==> src/rtl/csld_pkg.sv <==
// Purpose: constants and types for the charger sense, limit and DAC control block
// Assumes: sys_clk at 200 MHz; comparator inputs already synchronous
// Notes:   all offsets, limits and counts of cycles live here
// What this block does
// overrange detection always runs, both selects off
// near-range mode only after overrange sampled low
// under-range mode only after hot sampled high
// status bits decoded per thermistor range
// adapter absent keeps only overrange detection
// status read refreshes all, then low power
// current select decodes four full-scale ranges
// current ceiling is a hard hardware limit
// voltage select decodes five maximum voltages
// subtract reference from requested voltage
// request below reference programs DAC zero
// above ceiling clamps and sets clamped bit
// current DAC is delta-sigma, 80% max duty
// below 1/16 ceiling uses gated 1/8 pulses
// low-current mode steps about 45 ms per bit
// wake-up holds modulator at 80 mA code
// dropout set above 89% adapter, 2% hysteresis
// dropout forced low without adapter
// adapter or battery change drives alert low
// request at or above ceiling saturates DAC
// wait settling time after switching selects
package csld_pkg;

   localparam int CLK_MHZ        = 200;
   localparam int SETTLE_NS      = 2000;
   localparam int SETTLE_CYC     = (SETTLE_NS * CLK_MHZ + 999) / 1000;
   localparam int SLOW_BIT_MS    = 45;
   localparam int SLOW_BIT_CYC   = SLOW_BIT_MS * CLK_MHZ * 1000;
   localparam int SCAN_GAP_CYC   = 1024;

   localparam logic [15:0] VREF_MV      = 16'h09A1;   // 2465 mV
   localparam logic [15:0] WAKE_MA      = 16'h0050;   // 80 mA
   localparam logic [9:0]  DAC_FULL     = 10'h3FF;
   localparam logic [10:0] DS_MAX_DUTY  = 11'h333;    // 80% of 1024
   localparam int          FAST_DIV     = 8;
   localparam logic [7:0]  DROP_SET_PCT = 8'h59;      // 89 %
   localparam logic [7:0]  DROP_CLR_PCT = 8'h57;      // 87 %

   typedef enum logic [1:0] {
      CSLD_I1A, CSLD_I2A, CSLD_I4A, CSLD_I8A
   } csld_irange_type;

   typedef enum logic [2:0] {
      CSLD_V8V, CSLD_V12V, CSLD_V16V, CSLD_V21V, CSLD_V32V
   } csld_vrange_type;

   // full-scale current in mA per range
   function automatic logic [15:0] csld_imax(input csld_irange_type r);
      unique case (r)
         CSLD_I1A: csld_imax = 16'h03FF;
         CSLD_I2A: csld_imax = 16'h07FE;
         CSLD_I4A: csld_imax = 16'h0FFC;
         CSLD_I8A: csld_imax = 16'h1FF8;
      endcase
   endfunction : csld_imax

   function automatic logic [15:0] csld_vmax(input csld_vrange_type r);
      unique case (r)
         CSLD_V8V:  csld_vmax = 16'h20F0;
         CSLD_V12V: csld_vmax = 16'h3160;
         CSLD_V16V: csld_vmax = 16'h41E0;
         CSLD_V21V: csld_vmax = 16'h5240;
         default:   csld_vmax = 16'h8000;
      endcase
   endfunction : csld_vmax

   function automatic logic [2:0] csld_vshift(input csld_vrange_type r);
      csld_vshift = (r == CSLD_V8V || r == CSLD_V12V) ? 3'h4 : 3'h5;
   endfunction : csld_vshift

endpackage : csld_pkg

==> src/rtl/csld_dac_if.sv <==
// Purpose: carries the current DAC request from control to the modulator
// Assumes: one clock domain
// Notes:   code is a fraction of full scale out of 1024
`timescale 1ns/10ps
interface csld_dac_if;
   logic [9:0] code;
   logic       lowMode;
   logic       dacOut;

   modport ctrl
   (
      output code,
      output lowMode,
      input  dacOut
   );
   modport mod
   (
      input  code,
      input  lowMode,
      output dacOut
   );
endinterface : csld_dac_if

==> src/rtl/csld_delta_sigma.sv <==
// Purpose: first-order delta-sigma current DAC with low-current mode
// Assumes: code already clamped to full scale
// Notes:   duty is code*0.8/1024 in normal mode
`timescale 1ns/10ps
module csld_delta_sigma
(
   input  wire logic   sys_clk,
   input  wire logic   rst_n,
   csld_dac_if.mod     dac
);
   logic [10:0] acc_q;
   logic [10:0] sum;
   logic [31:0] slowCnt_q;
   logic [2:0]  fastCnt_q;
   logic        step;
   logic        bit_q;
   logic [10:0] scaled;
   logic        out_q;

   // scale to 80% so full scale never exceeds the maximum duty
   assign scaled = 11'((({1'b0, dac.code} * 21'(csld_pkg::DS_MAX_DUTY)) >> 10));
   assign step   = dac.lowMode ? (slowCnt_q == 32'(csld_pkg::SLOW_BIT_CYC - 1)) : 1'b1;
   // low mode passes only 1/8 of the time, so the bit density is raised eightfold
   assign sum    = acc_q + (dac.lowMode ? {1'b0, dac.code[6:0], 3'h0} : scaled);

   always_ff @(posedge sys_clk or negedge rst_n)
   begin
      if (!rst_n)
         slowCnt_q <= 32'h0;
      else if (!dac.lowMode || step)
         slowCnt_q <= 32'h0;
      else
         slowCnt_q <= slowCnt_q + 32'h1;
   end

   always_ff @(posedge sys_clk or negedge rst_n)
   begin
      if (!rst_n)
      begin
         acc_q <= 11'h0;
         bit_q <= 1'b0;
      end
      else if (step)
      begin
         bit_q <= sum[10];
         acc_q <= {1'b0, sum[9:0]};
      end
   end

   always_ff @(posedge sys_clk or negedge rst_n)
   begin
      if (!rst_n)
         fastCnt_q <= 3'h0;
      else
         fastCnt_q <= fastCnt_q + 3'h1;
   end

   always_ff @(posedge sys_clk or negedge rst_n)
   begin
      if (!rst_n)
         out_q <= 1'b0;
      else if (dac.lowMode)
         out_q <= bit_q && (fastCnt_q == 3'h0);
      else
         out_q <= bit_q;
   end

   assign dac.dacOut = out_q;

endmodule : csld_delta_sigma

==> src/rtl/csld_control.sv <==
// Purpose: thermistor sequencing, limit decode, voltage code, current DAC control
// Assumes: comparator outputs and selects synchronous to sys_clk
// Notes:   requests in mV and mA, 16 bits each
`timescale 1ns/10ps
module csld_control
(
   input  wire logic        sys_clk,
   input  wire logic        rst_n,
   input  wire logic        adapterDetected,
   input  wire logic        statusReadStart,
   input  wire logic        statusReadDone,
   input  wire logic        overrangeCmp,
   input  wire logic        coldCmp,
   input  wire logic        hotCmp,
   input  wire logic        underrangeCmp,
   input  wire logic [1:0]  currentCeilingSelect,
   input  wire logic [2:0]  voltageCeilingSelect,
   input  wire logic [15:0] reqVoltage,
   input  wire logic [15:0] reqCurrent,
   input  wire logic        wakeUp,
   input  wire logic [7:0]  batteryPct,
   output logic             nearRangeSwitchSel_n,
   output logic             underRangeSwitchSel_n,
   output logic             thermOverrangeFlag,
   output logic             flagA,
   output logic             flagB,
   output logic             thermUnderrangeFlag,
   output logic             batteryDetected,
   output logic             thermStatusValid,
   output logic             adapterDropoutFlag,
   output logic             voltageClampedFlag,
   output logic [10:0]      voltageDacCode,
   output logic             currentDacOut,
   output logic             hostAlert_n
);
   typedef enum logic [2:0] {
      T_OVER, T_NEAR_SETTLE, T_NEAR, T_UNDER_SETTLE, T_UNDER, T_IDLE
   } csld_thermistor_sense_input_type;

   csld_thermistor_sense_input_type   state_q;
   csld_thermistor_sense_input_type   state_d;
   logic [15:0]      cnt_q;
   logic             settleDone;
   logic             gapDone;
   logic             lowPower;
   logic             readReq_q;
   logic             nearSel_n_q;
   logic             underSel_n_q;
   logic             orFlag_q;
   logic             hot_q;
   logic             cold_q;
   logic             coldSeen_q;
   logic             ur_q;
   logic             batDet_q;
   logic             valid_q;
   logic             dropout_q;
   logic             vclamp_q;
   logic [10:0]      vcode_q;
   logic             alert_n_q;
   logic             primed_q;
   logic             prevAdapter_q;
   logic             prevBat_q;
   logic [15:0]      vEff;
   logic [15:0]      vDiff;
   logic [15:0]      vSteps;
   logic [15:0]      iEff;
   logic [15:0]      iSteps;
   logic             iLow;
   logic [9:0]       dacCode_q;
   logic             dacLow_q;
   logic             dacOut_q;

   csld_dac_if dacBus ();

   csld_delta_sigma u_ds
   (
      .sys_clk (sys_clk),
      .rst_n   (rst_n),
      .dac     (dacBus.mod)
   );

   // decoded ceilings
   csld_pkg::csld_irange_type irange;
   csld_pkg::csld_vrange_type vrange;
   logic [15:0]               imax;
   logic [15:0]               vmax;
   assign irange = csld_pkg::csld_irange_type'(currentCeilingSelect);
   assign vrange = (voltageCeilingSelect > 3'h4) ? csld_pkg::CSLD_V32V
                 : csld_pkg::csld_vrange_type'(voltageCeilingSelect);
   assign imax   = csld_pkg::csld_imax(irange);
   assign vmax   = csld_pkg::csld_vmax(vrange);

   // sequencer timing
   assign lowPower   = !adapterDetected && !readReq_q;
   assign settleDone = (cnt_q == 16'(csld_pkg::SETTLE_CYC - 1));
   assign gapDone    = (cnt_q == 16'(csld_pkg::SCAN_GAP_CYC - 1));

   // a status read forces full scans until it completes
   always_ff @(posedge sys_clk or negedge rst_n)
   begin
      if (!rst_n)
         readReq_q <= 1'b0;
      else if (statusReadStart)
         readReq_q <= 1'b1;
      else if (statusReadDone)
         readReq_q <= 1'b0;
   end

   // next scan step
   always_comb
   begin
      state_d = state_q;
      unique case (state_q)
         T_OVER:
         begin
            if (settleDone)
            begin
               if (overrangeCmp || lowPower)
                  state_d = T_IDLE;
               else
                  state_d = T_NEAR_SETTLE;
            end
         end
         T_NEAR_SETTLE:
         begin
            if (lowPower)
               state_d = T_IDLE;
            else if (settleDone)
               state_d = T_NEAR;
         end
         T_NEAR:
         begin
            if (hotCmp)
               state_d = T_UNDER_SETTLE;
            else
               state_d = T_IDLE;
         end
         T_UNDER_SETTLE:
         begin
            if (lowPower)
               state_d = T_IDLE;
            else if (settleDone)
               state_d = T_UNDER;
         end
         T_UNDER:
            state_d = T_IDLE;
         T_IDLE:
         begin
            if (gapDone || statusReadStart)
               state_d = T_OVER;
         end
         default:
            state_d = T_IDLE;
      endcase
   end

   always_ff @(posedge sys_clk or negedge rst_n)
   begin
      if (!rst_n)
         state_q <= T_OVER;
      else
         state_q <= state_d;
   end

   // settle and gap timer restarts on every state change
   always_ff @(posedge sys_clk or negedge rst_n)
   begin
      if (!rst_n)
         cnt_q <= 16'h0000;
      else if (state_d != state_q)
         cnt_q <= 16'h0000;
      else
         cnt_q <= cnt_q + 16'h0001;
   end

   // selects follow the next state; both off outside the range tests
   always_ff @(posedge sys_clk or negedge rst_n)
   begin
      if (!rst_n)
      begin
         nearSel_n_q  <= 1'b1;
         underSel_n_q <= 1'b1;
      end
      else
      begin
         nearSel_n_q  <= !(state_d == T_NEAR_SETTLE || state_d == T_NEAR);
         underSel_n_q <= !(state_d == T_UNDER_SETTLE || state_d == T_UNDER);
      end
   end

   // full-scan results commit together with a one-cycle valid strobe; a low-power exit sets only overrange and battery bits, no strobe
   always_ff @(posedge sys_clk or negedge rst_n)
   begin
      if (!rst_n)
      begin
         orFlag_q   <= 1'b0;
         hot_q      <= 1'b0;
         cold_q     <= 1'b0;
         ur_q       <= 1'b0;
         batDet_q   <= 1'b0;
         valid_q    <= 1'b0;
         coldSeen_q <= 1'b0;
      end
      else
      begin
         valid_q <= 1'b0;
         unique case (state_q)
            T_OVER:
            begin
               if (settleDone && overrangeCmp)
               begin
                  orFlag_q <= 1'b1;
                  cold_q   <= 1'b1;
                  hot_q    <= 1'b0;
                  ur_q     <= 1'b0;
                  batDet_q <= 1'b0;
                  valid_q  <= 1'b1;
               end
               else if (settleDone && lowPower)
               begin
                  orFlag_q <= 1'b0;
                  batDet_q <= 1'b1;
               end
            end
            T_NEAR:
            begin
               coldSeen_q <= coldCmp;
               if (!hotCmp)
               begin
                  orFlag_q <= 1'b0;
                  cold_q   <= coldCmp;
                  hot_q    <= 1'b0;
                  ur_q     <= 1'b0;
                  batDet_q <= 1'b1;
                  valid_q  <= 1'b1;
               end
            end
            T_UNDER:
            begin
               orFlag_q <= 1'b0;
               cold_q   <= coldSeen_q;
               hot_q    <= 1'b1;
               ur_q     <= underrangeCmp;
               batDet_q <= 1'b1;
               valid_q  <= 1'b1;
            end
            default:
            begin
            end
         endcase
      end
   end

   // dropout with a hysteresis band between the two thresholds
   always_ff @(posedge sys_clk or negedge rst_n)
   begin
      if (!rst_n)
         dropout_q <= 1'b0;
      else if (!adapterDetected)
         dropout_q <= 1'b0;
      else if (batteryPct > csld_pkg::DROP_SET_PCT)
         dropout_q <= 1'b1;
      else if (batteryPct < csld_pkg::DROP_CLR_PCT)
         dropout_q <= 1'b0;
   end

   // voltage code: clamp, remove the reference offset, scale to steps
   assign vEff   = (reqVoltage > vmax) ? vmax : reqVoltage;
   assign vDiff  = (vEff < csld_pkg::VREF_MV) ? 16'h0000 : vEff - csld_pkg::VREF_MV;
   assign vSteps = vDiff >> csld_pkg::csld_vshift(vrange);

   always_ff @(posedge sys_clk or negedge rst_n)
   begin
      if (!rst_n)
      begin
         vcode_q  <= 11'h000;
         vclamp_q <= 1'b0;
      end
      else
      begin
         vcode_q  <= vSteps[10:0];
         vclamp_q <= (reqVoltage > vmax);
      end
   end

   // current request: wake-up overrides, ceiling is never exceeded
   assign iEff   = wakeUp ? csld_pkg::WAKE_MA : ((reqCurrent >= imax) ? imax : reqCurrent);
   assign iSteps = iEff >> currentCeilingSelect;
   assign iLow   = ({iEff, 4'h0} < {4'h0, imax});

   // code is the request in steps of the decoded range
   always_ff @(posedge sys_clk or negedge rst_n)
   begin
      if (!rst_n)
      begin
         dacCode_q <= 10'h000;
         dacLow_q  <= 1'b0;
      end
      else
      begin
         if (!wakeUp && reqCurrent >= imax)
            dacCode_q <= csld_pkg::DAC_FULL;
         else
            dacCode_q <= iSteps[9:0];
         dacLow_q <= iLow;
      end
   end

   assign dacBus.code    = dacCode_q;
   assign dacBus.lowMode = dacLow_q;

   always_ff @(posedge sys_clk or negedge rst_n)
   begin
      if (!rst_n)
         dacOut_q <= 1'b0;
      else
         dacOut_q <= dacBus.dacOut;
   end

   // change detectors are primed one cycle so reset makes no false edge
   always_ff @(posedge sys_clk or negedge rst_n)
   begin
      if (!rst_n)
      begin
         primed_q      <= 1'b0;
         prevAdapter_q <= 1'b0;
         prevBat_q     <= 1'b0;
      end
      else
      begin
         primed_q      <= 1'b1;
         prevAdapter_q <= adapterDetected;
         prevBat_q     <= batDet_q;
      end
   end

   // a new change wins over a read that would clear the alert
   always_ff @(posedge sys_clk or negedge rst_n)
   begin
      if (!rst_n)
         alert_n_q <= 1'b1;
      else if (primed_q && ((prevAdapter_q != adapterDetected) || (prevBat_q != batDet_q)))
         alert_n_q <= 1'b0;
      else if (statusReadDone)
         alert_n_q <= 1'b1;
   end

   // outputs straight from flip-flops
   assign nearRangeSwitchSel_n  = nearSel_n_q;
   assign underRangeSwitchSel_n = underSel_n_q;
   assign thermOverrangeFlag    = orFlag_q;
   assign flagA                 = hot_q;
   assign flagB                 = cold_q;
   assign thermUnderrangeFlag   = ur_q;
   assign batteryDetected       = batDet_q;
   assign thermStatusValid      = valid_q;
   assign adapterDropoutFlag    = dropout_q;
   assign voltageClampedFlag    = vclamp_q;
   assign voltageDacCode        = vcode_q;
   assign currentDacOut         = dacOut_q;
   assign hostAlert_n           = alert_n_q;

endmodule : csld_control

==> config.mk <==
export PLATFORM = sky130hd
export DESIGN_NAME = csld_control
export DESIGN_NICKNAME = d
export VERILOG_FILES = /design/src/rtl/csld_pkg.sv /design/src/rtl/csld_dac_if.sv /design/src/rtl/csld_delta_sigma.sv /design/src/rtl/csld_control.sv
export SDC_FILE = /design/constraint.sdc
export NUM_CORES = 1
export LEC_CHECK = 0
export BUFFER_PORTS_ARGS = -buffer_cell sky130_fd_sc_hd__buf_4
export CAP_MARGIN = 20
export CORE_ASPECT_RATIO = 0.6
export CORE_UTILIZATION = 40
export CTS_BUF_LIST = sky130_fd_sc_hd__clkbuf_4 sky130_fd_sc_hd__clkbuf_8 sky130_fd_sc_hd__clkbuf_16
export CTS_CLUSTER_DIAMETER = 50
export DETAILED_ROUTE_END_ITERATION = 16
export HOLD_SLACK_MARGIN = 0.06
export PLACE_DENSITY_LB_ADDON = 0.05
export SKIP_CTS_REPAIR_TIMING = 1
export SYNTH_ARGS = -nofsm -noshare
export SYNTH_HDL_FRONTEND = slang
export SYNTH_SLANG_ARGS = --single-unit
==> constraint.sdc <==
create_clock -name sys_clk -period 7.01 [get_ports sys_clk]
set_input_delay 1.402 -clock sys_clk [delete_from_list [all_inputs] [get_ports sys_clk]]
set_output_delay 1.402 -clock sys_clk [all_outputs]
set_load 0.01 [all_outputs]
-- Word level (Yosys, flattened, before mapping)
Index checks and enable logic that the tools add are counted.
- equality and inequality tests: 25
- add/sub/neg operators: 5
- magnitude comparators: 7
- multiplexer cells: 47
- shifts and indexed selects: 2
- reductions and logical operators: 28
- multipliers: 1
- operators with widths (operator ; count):
    16-bit case mux with 4 select lines ; 2
    16-bit 2-to-1 mux ; 5
    32-bit by 1-bit adder with 32-bit output (second input constant) ; 1
    32-bit by 24-bit equality test with 1-bit output (second input constant) ; 1
    32-bit 2-to-1 mux ; 1
    3-bit 2-to-1 mux ; 9
    1-bit 2-to-1 mux ; 21
    20-bit by 16-bit < comparator with 1-bit output ; 1
    10-bit by 10-bit multiplier with 20-bit output (second input constant) ; 1
    10-bit 2-to-1 mux ; 2
    3-bit by 2-bit equality test with 1-bit output (second input constant) ; 6
    1-bit case mux with 3 select lines ; 6
    16-bit by 1-bit adder with 16-bit output (second input constant) ; 1
    16-bit by 10-bit equality test with 1-bit output (second input constant) ; 1
    16-bit by 9-bit equality test with 1-bit output (second input constant) ; 1
    16-bit greater-or-equal comparator ; 1
    16-bit greater-than comparator ; 1
    16-bit by 12-bit < comparator with 1-bit output (second input constant) ; 1
    16-bit by 2-bit right shift with 10-bit output ; 1
    16-bit by 3-bit right shift with 11-bit output ; 1
    16-bit by 12-bit subtractor with 16-bit output (second input constant) ; 1
    3-bit case mux with 5 select lines ; 1
    10-bit by 11-bit adder with 11-bit output ; 1
    3-bit by 1-bit equality test with 1-bit output (second input constant) ; 3
    20 further kinds ; 45
- output and inout port bits: 23
- register bits: 105

-- Longest topological paths before layout
Gate-level depths: netlist (run 1).
- depth in word-level cells: 9
- depth in mapped cells: 23
- gate-level depth less buffers: 23

-- Hierarchy
Synthesis (run 1) repeated with hierarchy kept, for this count alone.
- cell total of the unflattened synthesis: 943
- area total of the unflattened synthesis: 8393.0 sq um
- by module, submodules not included (module ; area each (sq um) ; times used ; cells each):
    csld_delta_sigma ; 4688.2 ; 1 ; 520
    csld_control ; 3704.8 ; 1 ; 423

-- Worst setup path after synthesis (run 1)
No wires, ideal clock.
- path type: reg-to-reg
- start: reg dacCode_q[5], in the netlist dacBus.code[5]
- end: reg u_ds.acc_q[9]
- slack: 1397 ps
- required time: 6885 ps
- library setup time: 125 ps
- data arrival time: 5488 ps
- period minus slack after synthesis: 5613 ps
- cell stages (with the launch flop): 23
- path through: dfrtp_1 -> ha_1 -> ha_1 -> inv_1 -> fa_1 -> fa_1 -> fa_1 -> inv_1 -> ha_1 -> nand2_1 -> o21ai_0 -> or2_2 -> a21o_1 -> a21oi_1 -> xor2_1 -> o21ai_0 -> ha_1 -> nor2b_1 -> o21a_1 -> o41ai_1 -> o21ai_0 -> xor2_1 -> mux2_2
- longest elaborated chain between the ends: 3
- RTL lines (item ; line ; text):
    start: declaration ; csld_control.sv:69 ; logic [9:0] dacCode_q;
    start signal: assignment ; csld_control.sv:302 ; dacCode_q <= csld_pkg::DAC_FULL;
    start signal: assignment ; csld_control.sv:304 ; dacCode_q <= iSteps[9:0];
    10-bit by 10-bit multiplier with 20-bit output ; csld_delta_sigma.sv:21 ; assign scaled = 11'((({1'b0, dac.code} * 21'(csld_pkg::DS_MAX_DUTY)) >> 10));
    10-bit 2-to-1 mux * ; csld_delta_sigma.sv:24 ; assign sum = acc_q + (dac.lowMode ? {1'b0, dac.code[6:0], 3'h0} : scaled);
    10-bit by 11-bit adder with 11-bit output * ; csld_delta_sigma.sv:24 ;
    end signal: assignment ; csld_delta_sigma.sv:46 ; acc_q <= {1'b0, sum[9:0]};
    end: declaration ; csld_delta_sigma.sv:11 ; logic [10:0] acc_q;
Every way passes the cells marked *; elsewhere a longest branch is shown, timed or not.
A chain may end at the register's enable or synchronous reset.

-- Worst setup path after layout (run 1)
- start: reg dacCode_q[1], in the netlist dacBus.code[1]
- end: reg u_ds.acc_q[9]
The elaborated chain is that of the path after synthesis.

==> run metrics, run 1 <==
outcome finished clean; Post-synth EDFFs 0; worst r2r path cells 21; DRC viols 0; number of nets with antenna violations after routing 0; CP arrival 6.35 ns; synth warn 0; footprint of the multi-input gates 4830 um^2; crit end category register; final worst setup slack 0.9095 ns; I/O Buffers 77; Initial DRC Count 425; Distinct cells, synth 65; die area 20160 um^2; final WL 17.49 mm; leakage power 4.232 nW; Core Area 19080 um^2; antenna violations before repair 0; dpl ws 0.9816 ns; fmax 163.9 MHz; final period utilization 0.8703; GR Overflow Total 0; H-tree levels 3; r2r setup slk 0.91 ns; Via Count 6103; clock-pin slew on the worst setup and hold paths 0.08 ns; CP Max Fanout 4; slew margin rel. 0.3306; Initial Utilization 0.4104; post-synthesis net count 1022; Final Non-Filler Cells 1193; worst r2r src dacBus.code[1]; share of cells above drive strength 1 0.1467; Total Power 3.274 mW; Clk Latency, worst-skew pair 0.36 ns; sequential share of the synthesized area 0.3360; RR Endpoint u_ds.acc_q[9]; Total Nets Final 1094; worst setup path start dacBus.code[1]; vias in the first global route 5549; Yosys reg bits 105; Setup TNS Final 0 ns; CTS tree yes; min Tclk post-route 6.100 ns; Rows 39; crit path launch type register; Peak VDD IR 298.7 uV; Tot GR Track Use 0.1831; WL/cell 14.66 um; routed vias/inst 5.116; pwr/cell area 364.5 nW/um^2; crit path to u_ds.acc_q[9]; Avg Cell Area, Syn 9.212 um^2; DR pass1 iterations 7; Longest Clk Path Bufs 2; pin count of the biggest net entering global routing 72; final core occ 0.4707; Fillers 1824; die width 182.6 um; Async SR Flop Fraction 1.000; Post-synth top flop dfrtp_1; die height 110.4 um; register area 2631 um^2; Root Driver clkbuf_16; GP Congestion 0.8735; Hold Crit Start u_ds.dac.dacOut; first-pass GRT wire length 28.93 mm; number of clock sinks 105; area growth from synthesis to layout 14.70%; final hold violation count 0; Critical Setup Path Class register to register; Slew @ Worst Pin 1.004 ns; cell area after synthesis 7830 um^2; n_diodes 0; max_cap viols 0; Cells after Synth 850; max-slew violations 0; dpl hpwl 13.82 mm; RSZ-0062 raised after global routing no; Critical Path RT 7.26 ns; clock skew 0.01027 ns; # placed instances 1177; # IOs 78; TritonCTS Buffers 9; Setup violations, final 0; path type of the worst min-delay path register to register
through the flow:
stage          hold slack, ns  area [um^2]
2_1_floorplan          0.3312         7830
3_3_place_gp           0.3390         8702
3_5_place_dp           0.3389         8702
4_1_cts                0.3537         8981
5_1_grt                0.3808         8981
6_report               0.3520         8981
worst min-delay path by stage:
stage                                to  slack [ns]  cells after the start
after floorplan           currentDacOut        0.33                      0
after global placement    currentDacOut        0.34                      0
after detailed placement  currentDacOut        0.34                      0
after CTS                 currentDacOut        0.35                      0
after global routing      currentDacOut        0.38                      0
final                     currentDacOut        0.35                      0
flip-flops by register name, indices dropped and copies added (netlist names), 3 cells and up:
register / flops
cnt_q: 16
dacBus.code: 10
state_q: 3
u_ds.acc_q: 10
u_ds.fastCnt_q: 3
u_ds.slowCnt_q: 32
voltageDacCode: 11
metal layers:
metal	up-vias	GRT usage	routed length, um
li1	3084	-	-
met1	2886	0.2969	9946
met2	119	0.2366	6642
met3	14	0.03778	739
met4	0	0.04562	158
met5	-	0	0
synthesized netlist by cell type, drive strengths merged (6+ instances only):
library cell / n / area [um^2]
dfrtp: 102 / 2552
xor2: 35 / 306.5
fa: 19 / 380.4
clkbuf: 16 / 60.06
nand2: 57 / 214.0
ha: 98 / 1226
nor2b: 8 / 50.05
mux2: 8 / 90.09
or3: 12 / 80.08
nand4: 14 / 87.58
a211oi: 7 / 52.55
a21o: 16 / 120.1
o31ai: 6 / 50.05
nor3: 15 / 80.08
nor2: 101 / 411.6
nand3: 23 / 115.1
nand2b: 6 / 37.54
a21oi: 56 / 284.0
or4: 6 / 45.04
and2: 6 / 38.79
inv: 78 / 292.8
xnor2: 31 / 271.5
and3: 10 / 67.56
mux2i: 14 / 140.1
o21ai: 35 / 175.2
o21a: 8 / 60.06
nor4: 10 / 62.56
cell usage in the layout (no fill, tap or decap), types with 23 or more instances in the layout:
cell	n
a21oi_1	55
buf_4	82
dfrtp_1	102
ha_1	98
inv_1	77
nand2_1	57
nand3_1	23
nor2_1	90
o21ai_0	34
xnor2_1	31
xor2_1	35
cells by family (layout without fill, tap and decap cells):
kind of cell | count (synthesis) | in the layout | share of synthesized area
muxes | 22 | 22 | 0.02940
adders and majority gates | 117 | 117 | 0.2052
AOI/OAI and AO/OA | 162 | 162 | 0.1322
xor gates and xnor gates | 66 | 66 | 0.07382
DFF | 105 | 105 | 0.3361
other | 1 | 1 | 0.0004789
buffers and inverters | 99 | 176 | 0.04890
and+or+nand+nor | 278 | 278 | 0.1740
layout make-up:
type,count,area share
inverter,78,0.03260
tap,266,0.03706
multi-input combinational,646,0.5378
timing repair buffer,82,0.06854
sequential,105,0.2930
clock buffer,12,0.02758
clock inverter,4,0.003483
power breakdown:
part	switching [mW]	total [mW]	internal, mW
clock	0.230	0.485	0.255
combinational	1.06	2.01	0.944
sequential	0.0707	0.781	0.710
critical path: stages, from the launching register on:
cell     delay, ns
dfrtp_1       0.43
ha_1          0.39
xor2_1        0.21
ha_1          0.29
fa_1          0.52
fa_1          0.50
ha_1          0.31
ha_1          0.34
a21oi_1       0.17
o21ai_0       0.13
or2_2         0.33
a21o_1        0.21
a21oi_1       0.18
xor2_1        0.15
o21ai_0       0.09
ha_1          0.35
nor2b_1       0.14
o21a_1        0.19
o41ai_1       0.43
o21ai_0       0.20
xor2_1        0.16
mux2_2        0.27
Note: power is estimated with default switching activity, not from simulation.
==> run 2, diff against run 1 <==
--- a/config.mk
+++ b/config.mk
@@ -12,8 +12,9 @@
 export CTS_BUF_LIST = sky130_fd_sc_hd__clkbuf_4 sky130_fd_sc_hd__clkbuf_8 sky130_fd_sc_hd__clkbuf_16
 export CTS_CLUSTER_DIAMETER = 50
 export DETAILED_ROUTE_END_ITERATION = 16
-export HOLD_SLACK_MARGIN = 0.06
+export HOLD_SLACK_MARGIN = 0.05
 export PLACE_DENSITY_LB_ADDON = 0.05
+export RECOVER_POWER = 100
 export SKIP_CTS_REPAIR_TIMING = 1
 export SYNTH_ARGS = -nofsm -noshare
 export SYNTH_HDL_FRONTEND = slang
==> run metrics, run 2 (same netlist as run 1, synthesis figures left out) <==
Worst Path Buf+Inv 0 (unchanged); Clk Latency, worst-skew pair 0.36 ns (about the same); Peak VDD IR 297.2 uV (-0.51%); pwr/cell area 366.6 nW/um^2 (+0.57%); final hold violation count 0 (unchanged); max-slew violations 144 (+144); RSZ-0062 raised after global routing no; dpl hpwl 13.82 mm (unchanged); final WL 17.47 mm (-0.11%); dpl ws 0.9816 ns (unchanged); vias in the first global route 5549 (unchanged); footprint of the multi-input gates 4770 um^2 (-1.2%); final period utilization 0.8667 (-0.003503); final core occ 0.4617 (-0.008984); slew margin rel. -0.3533 (-0.6838); H-tree levels 3 (unchanged); DRC viols 0 (unchanged); Setup violations, final 0 (unchanged); Tot GR Track Use 0.1831 (unchanged); TritonCTS Buffers 9 (unchanged); crit path launch type register; antenna violations before repair 0 (unchanged); critical-path cell list ha_1 > xor2_1 > ha_1 > fa_1 > fa_1 > ha_1 > ha_1 > a21oi_1 > o21ai_0 > or2_2 > a21o_1 > a21oi_1 > xor2_1 > o21ai_0 > ha_1 > nor2b_1 > o21a_1 > o41ai_1 > o21ai_0 > xor2_1 > mux2_2; max_cap viols 4 (+4); GP Congestion 0.8735 (unchanged); number of flip-flops in the largest register 32 (unchanged); commonest non-fill, non-tap cells in the layout dfrtp_1 (102), ha_1 (98), nor2_1 (91), inv_1 (77), nand2_1 (57); commonest non-fill, non-tap cell in the layout dfrtp_1; Rows 39 (unchanged); clock skew 0.01050 ns (+0.0002332 ns); Critical Path RT 7.26 ns (about the same); leakage power 4.113 nW (-2.8%); Core Area 19080 um^2 (unchanged); area growth from synthesis to layout 12.51%; crit-path max cell delay 0.51 ns (about the same); first-pass GRT wire length 28.93 mm (unchanged); Most flops, register u_ds.slowCnt_q; number of clock sinks 105 (unchanged); Critical Setup Path Class register to register; DR pass1 iterations 5 (-2); crit-path most repeated cell ha_1; Post-DP Area 8702 um^2 (unchanged); Switch Pwr 1.355 mW (-0.65%); Longest Clk Path Bufs 2 (unchanged); I/O Buffers 77 (unchanged); Flop pwr share 0.242 (+0.003); number of nets with antenna violations after routing 0 (unchanged); CP max stage cell fa_1; pin count of the biggest net entering global routing 72 (unchanged); GR Overflow Total 0 (unchanged); die area 20160 um^2 (unchanged); Initial Utilization 0.4104 (unchanged); Slew @ Worst Pin 2.013 ns (+1.009 ns); fmax 164.6 MHz (+0.40%); Top delay family on crit path adder cells; Fillers 1869 (+2.5%); Initial DRC Count 438 (+3.1%); Total Nets Final 1094 (unchanged); routed vias/inst 5.109 (-0.13%); clock power share 0.150 (+0.002); # IOs 78 (unchanged); clock-pin slew on the worst setup and hold paths 0.08 ns (about the same); outcome finished, violations left; CTS tree yes; Via Count 6095 (-0.13%); path type of the worst min-delay path register to register; crit end category register; CP arrival 6.32 ns (-0.03 ns); share of cells above drive strength 1 0.1068 (-0.03991); Finished Cell Area 8810 um^2 (-1.9%); die height 110.4 um (unchanged); die width 182.6 um (unchanged); WL/cell 14.64 um (-0.11%); min Tclk post-route 6.076 ns (-0.02455 ns); switching share of power 0.4197 (+0.002958); violated checks capacitance limit, slew limit; Pint 1.874 mW (-1.9%); share of power burned in combinational logic 0.608 (-0.005); n_diodes 0 (unchanged); Setup TNS Final 0 ns (unchanged); Root Driver clkbuf_16; register area 2631 um^2 (unchanged); CP Max Fanout 4 (unchanged); final worst setup slack 0.9341 ns (+0.02455 ns)
## run 2: cell count changes in the layout (fill, tap and decap cells not counted), sizes merged
cell    change
buf        -33
clkbuf     +33
## run 2: area by class of cell
class,instances,share of cell area
Multi-Input combinational cell,646,0.5414
Sequential cell,105,0.2987
Timing Repair Buffer,82,0.05724
Tap cell,266,0.03778
Inverter,78,0.03323
Clock buffer,12,0.02812
Clock inverter,4,0.003551
## run 2: power by group through the flow
stage,Clock (mW),Combinational [mW],Sequential (mW)
6_report,0.485,1.96,0.780
5_1_grt,0.528,2.24,0.795
4_1_cts,0.500,2.02,0.783
3_5_place_dp,0,2.00,0.793
3_3_place_gp,0,1.97,0.791
2_1_floorplan,0,1.58,0.776
## run 2: through the flow
stage               instances  hold WS, ns  power (mW)
floorplan                 850       0.3312       2.360
global placement         1177       0.3390       2.757
detailed placement       1177       0.3389       2.794
CTS                      1193       0.3537       3.301
global route             1193       0.3808       3.565
finish                   1193       0.3520       3.229
## run 2: path summary, 6_finish.rpt
kind | startpoint | end | slack (ns) | cells past startpoint
max | dacBus.code[1] | u_ds.acc_q[9] | 0.93 | 21
min reg2reg | u_ds.dac.dacOut | currentDacOut | 0.35 | 0
max reg2reg | dacBus.code[1] | u_ds.acc_q[9] | 0.93 | 21
min in group asynchronous | rst_n | thermStatusValid | 1.55 | 1
max in group asynchronous | rst_n | u_ds.acc_q[2] | 2.88 | 2
min | u_ds.dac.dacOut | currentDacOut | 0.35 | 0
## run 2: layer usage
| layer | vias to the layer above | GRT usage | routed length [um] |
|---|---|---|---|
| met3 | 15 | 0.03778 | 749 |
| met5 | - | 0 | 0 |
| met1 | 2884 | 0.2969 | 9942 |
| li1 | 3088 | - | - |
| met2 | 108 | 0.2366 | 6606 |
| met4 | 0 | 0.04562 | 167 |
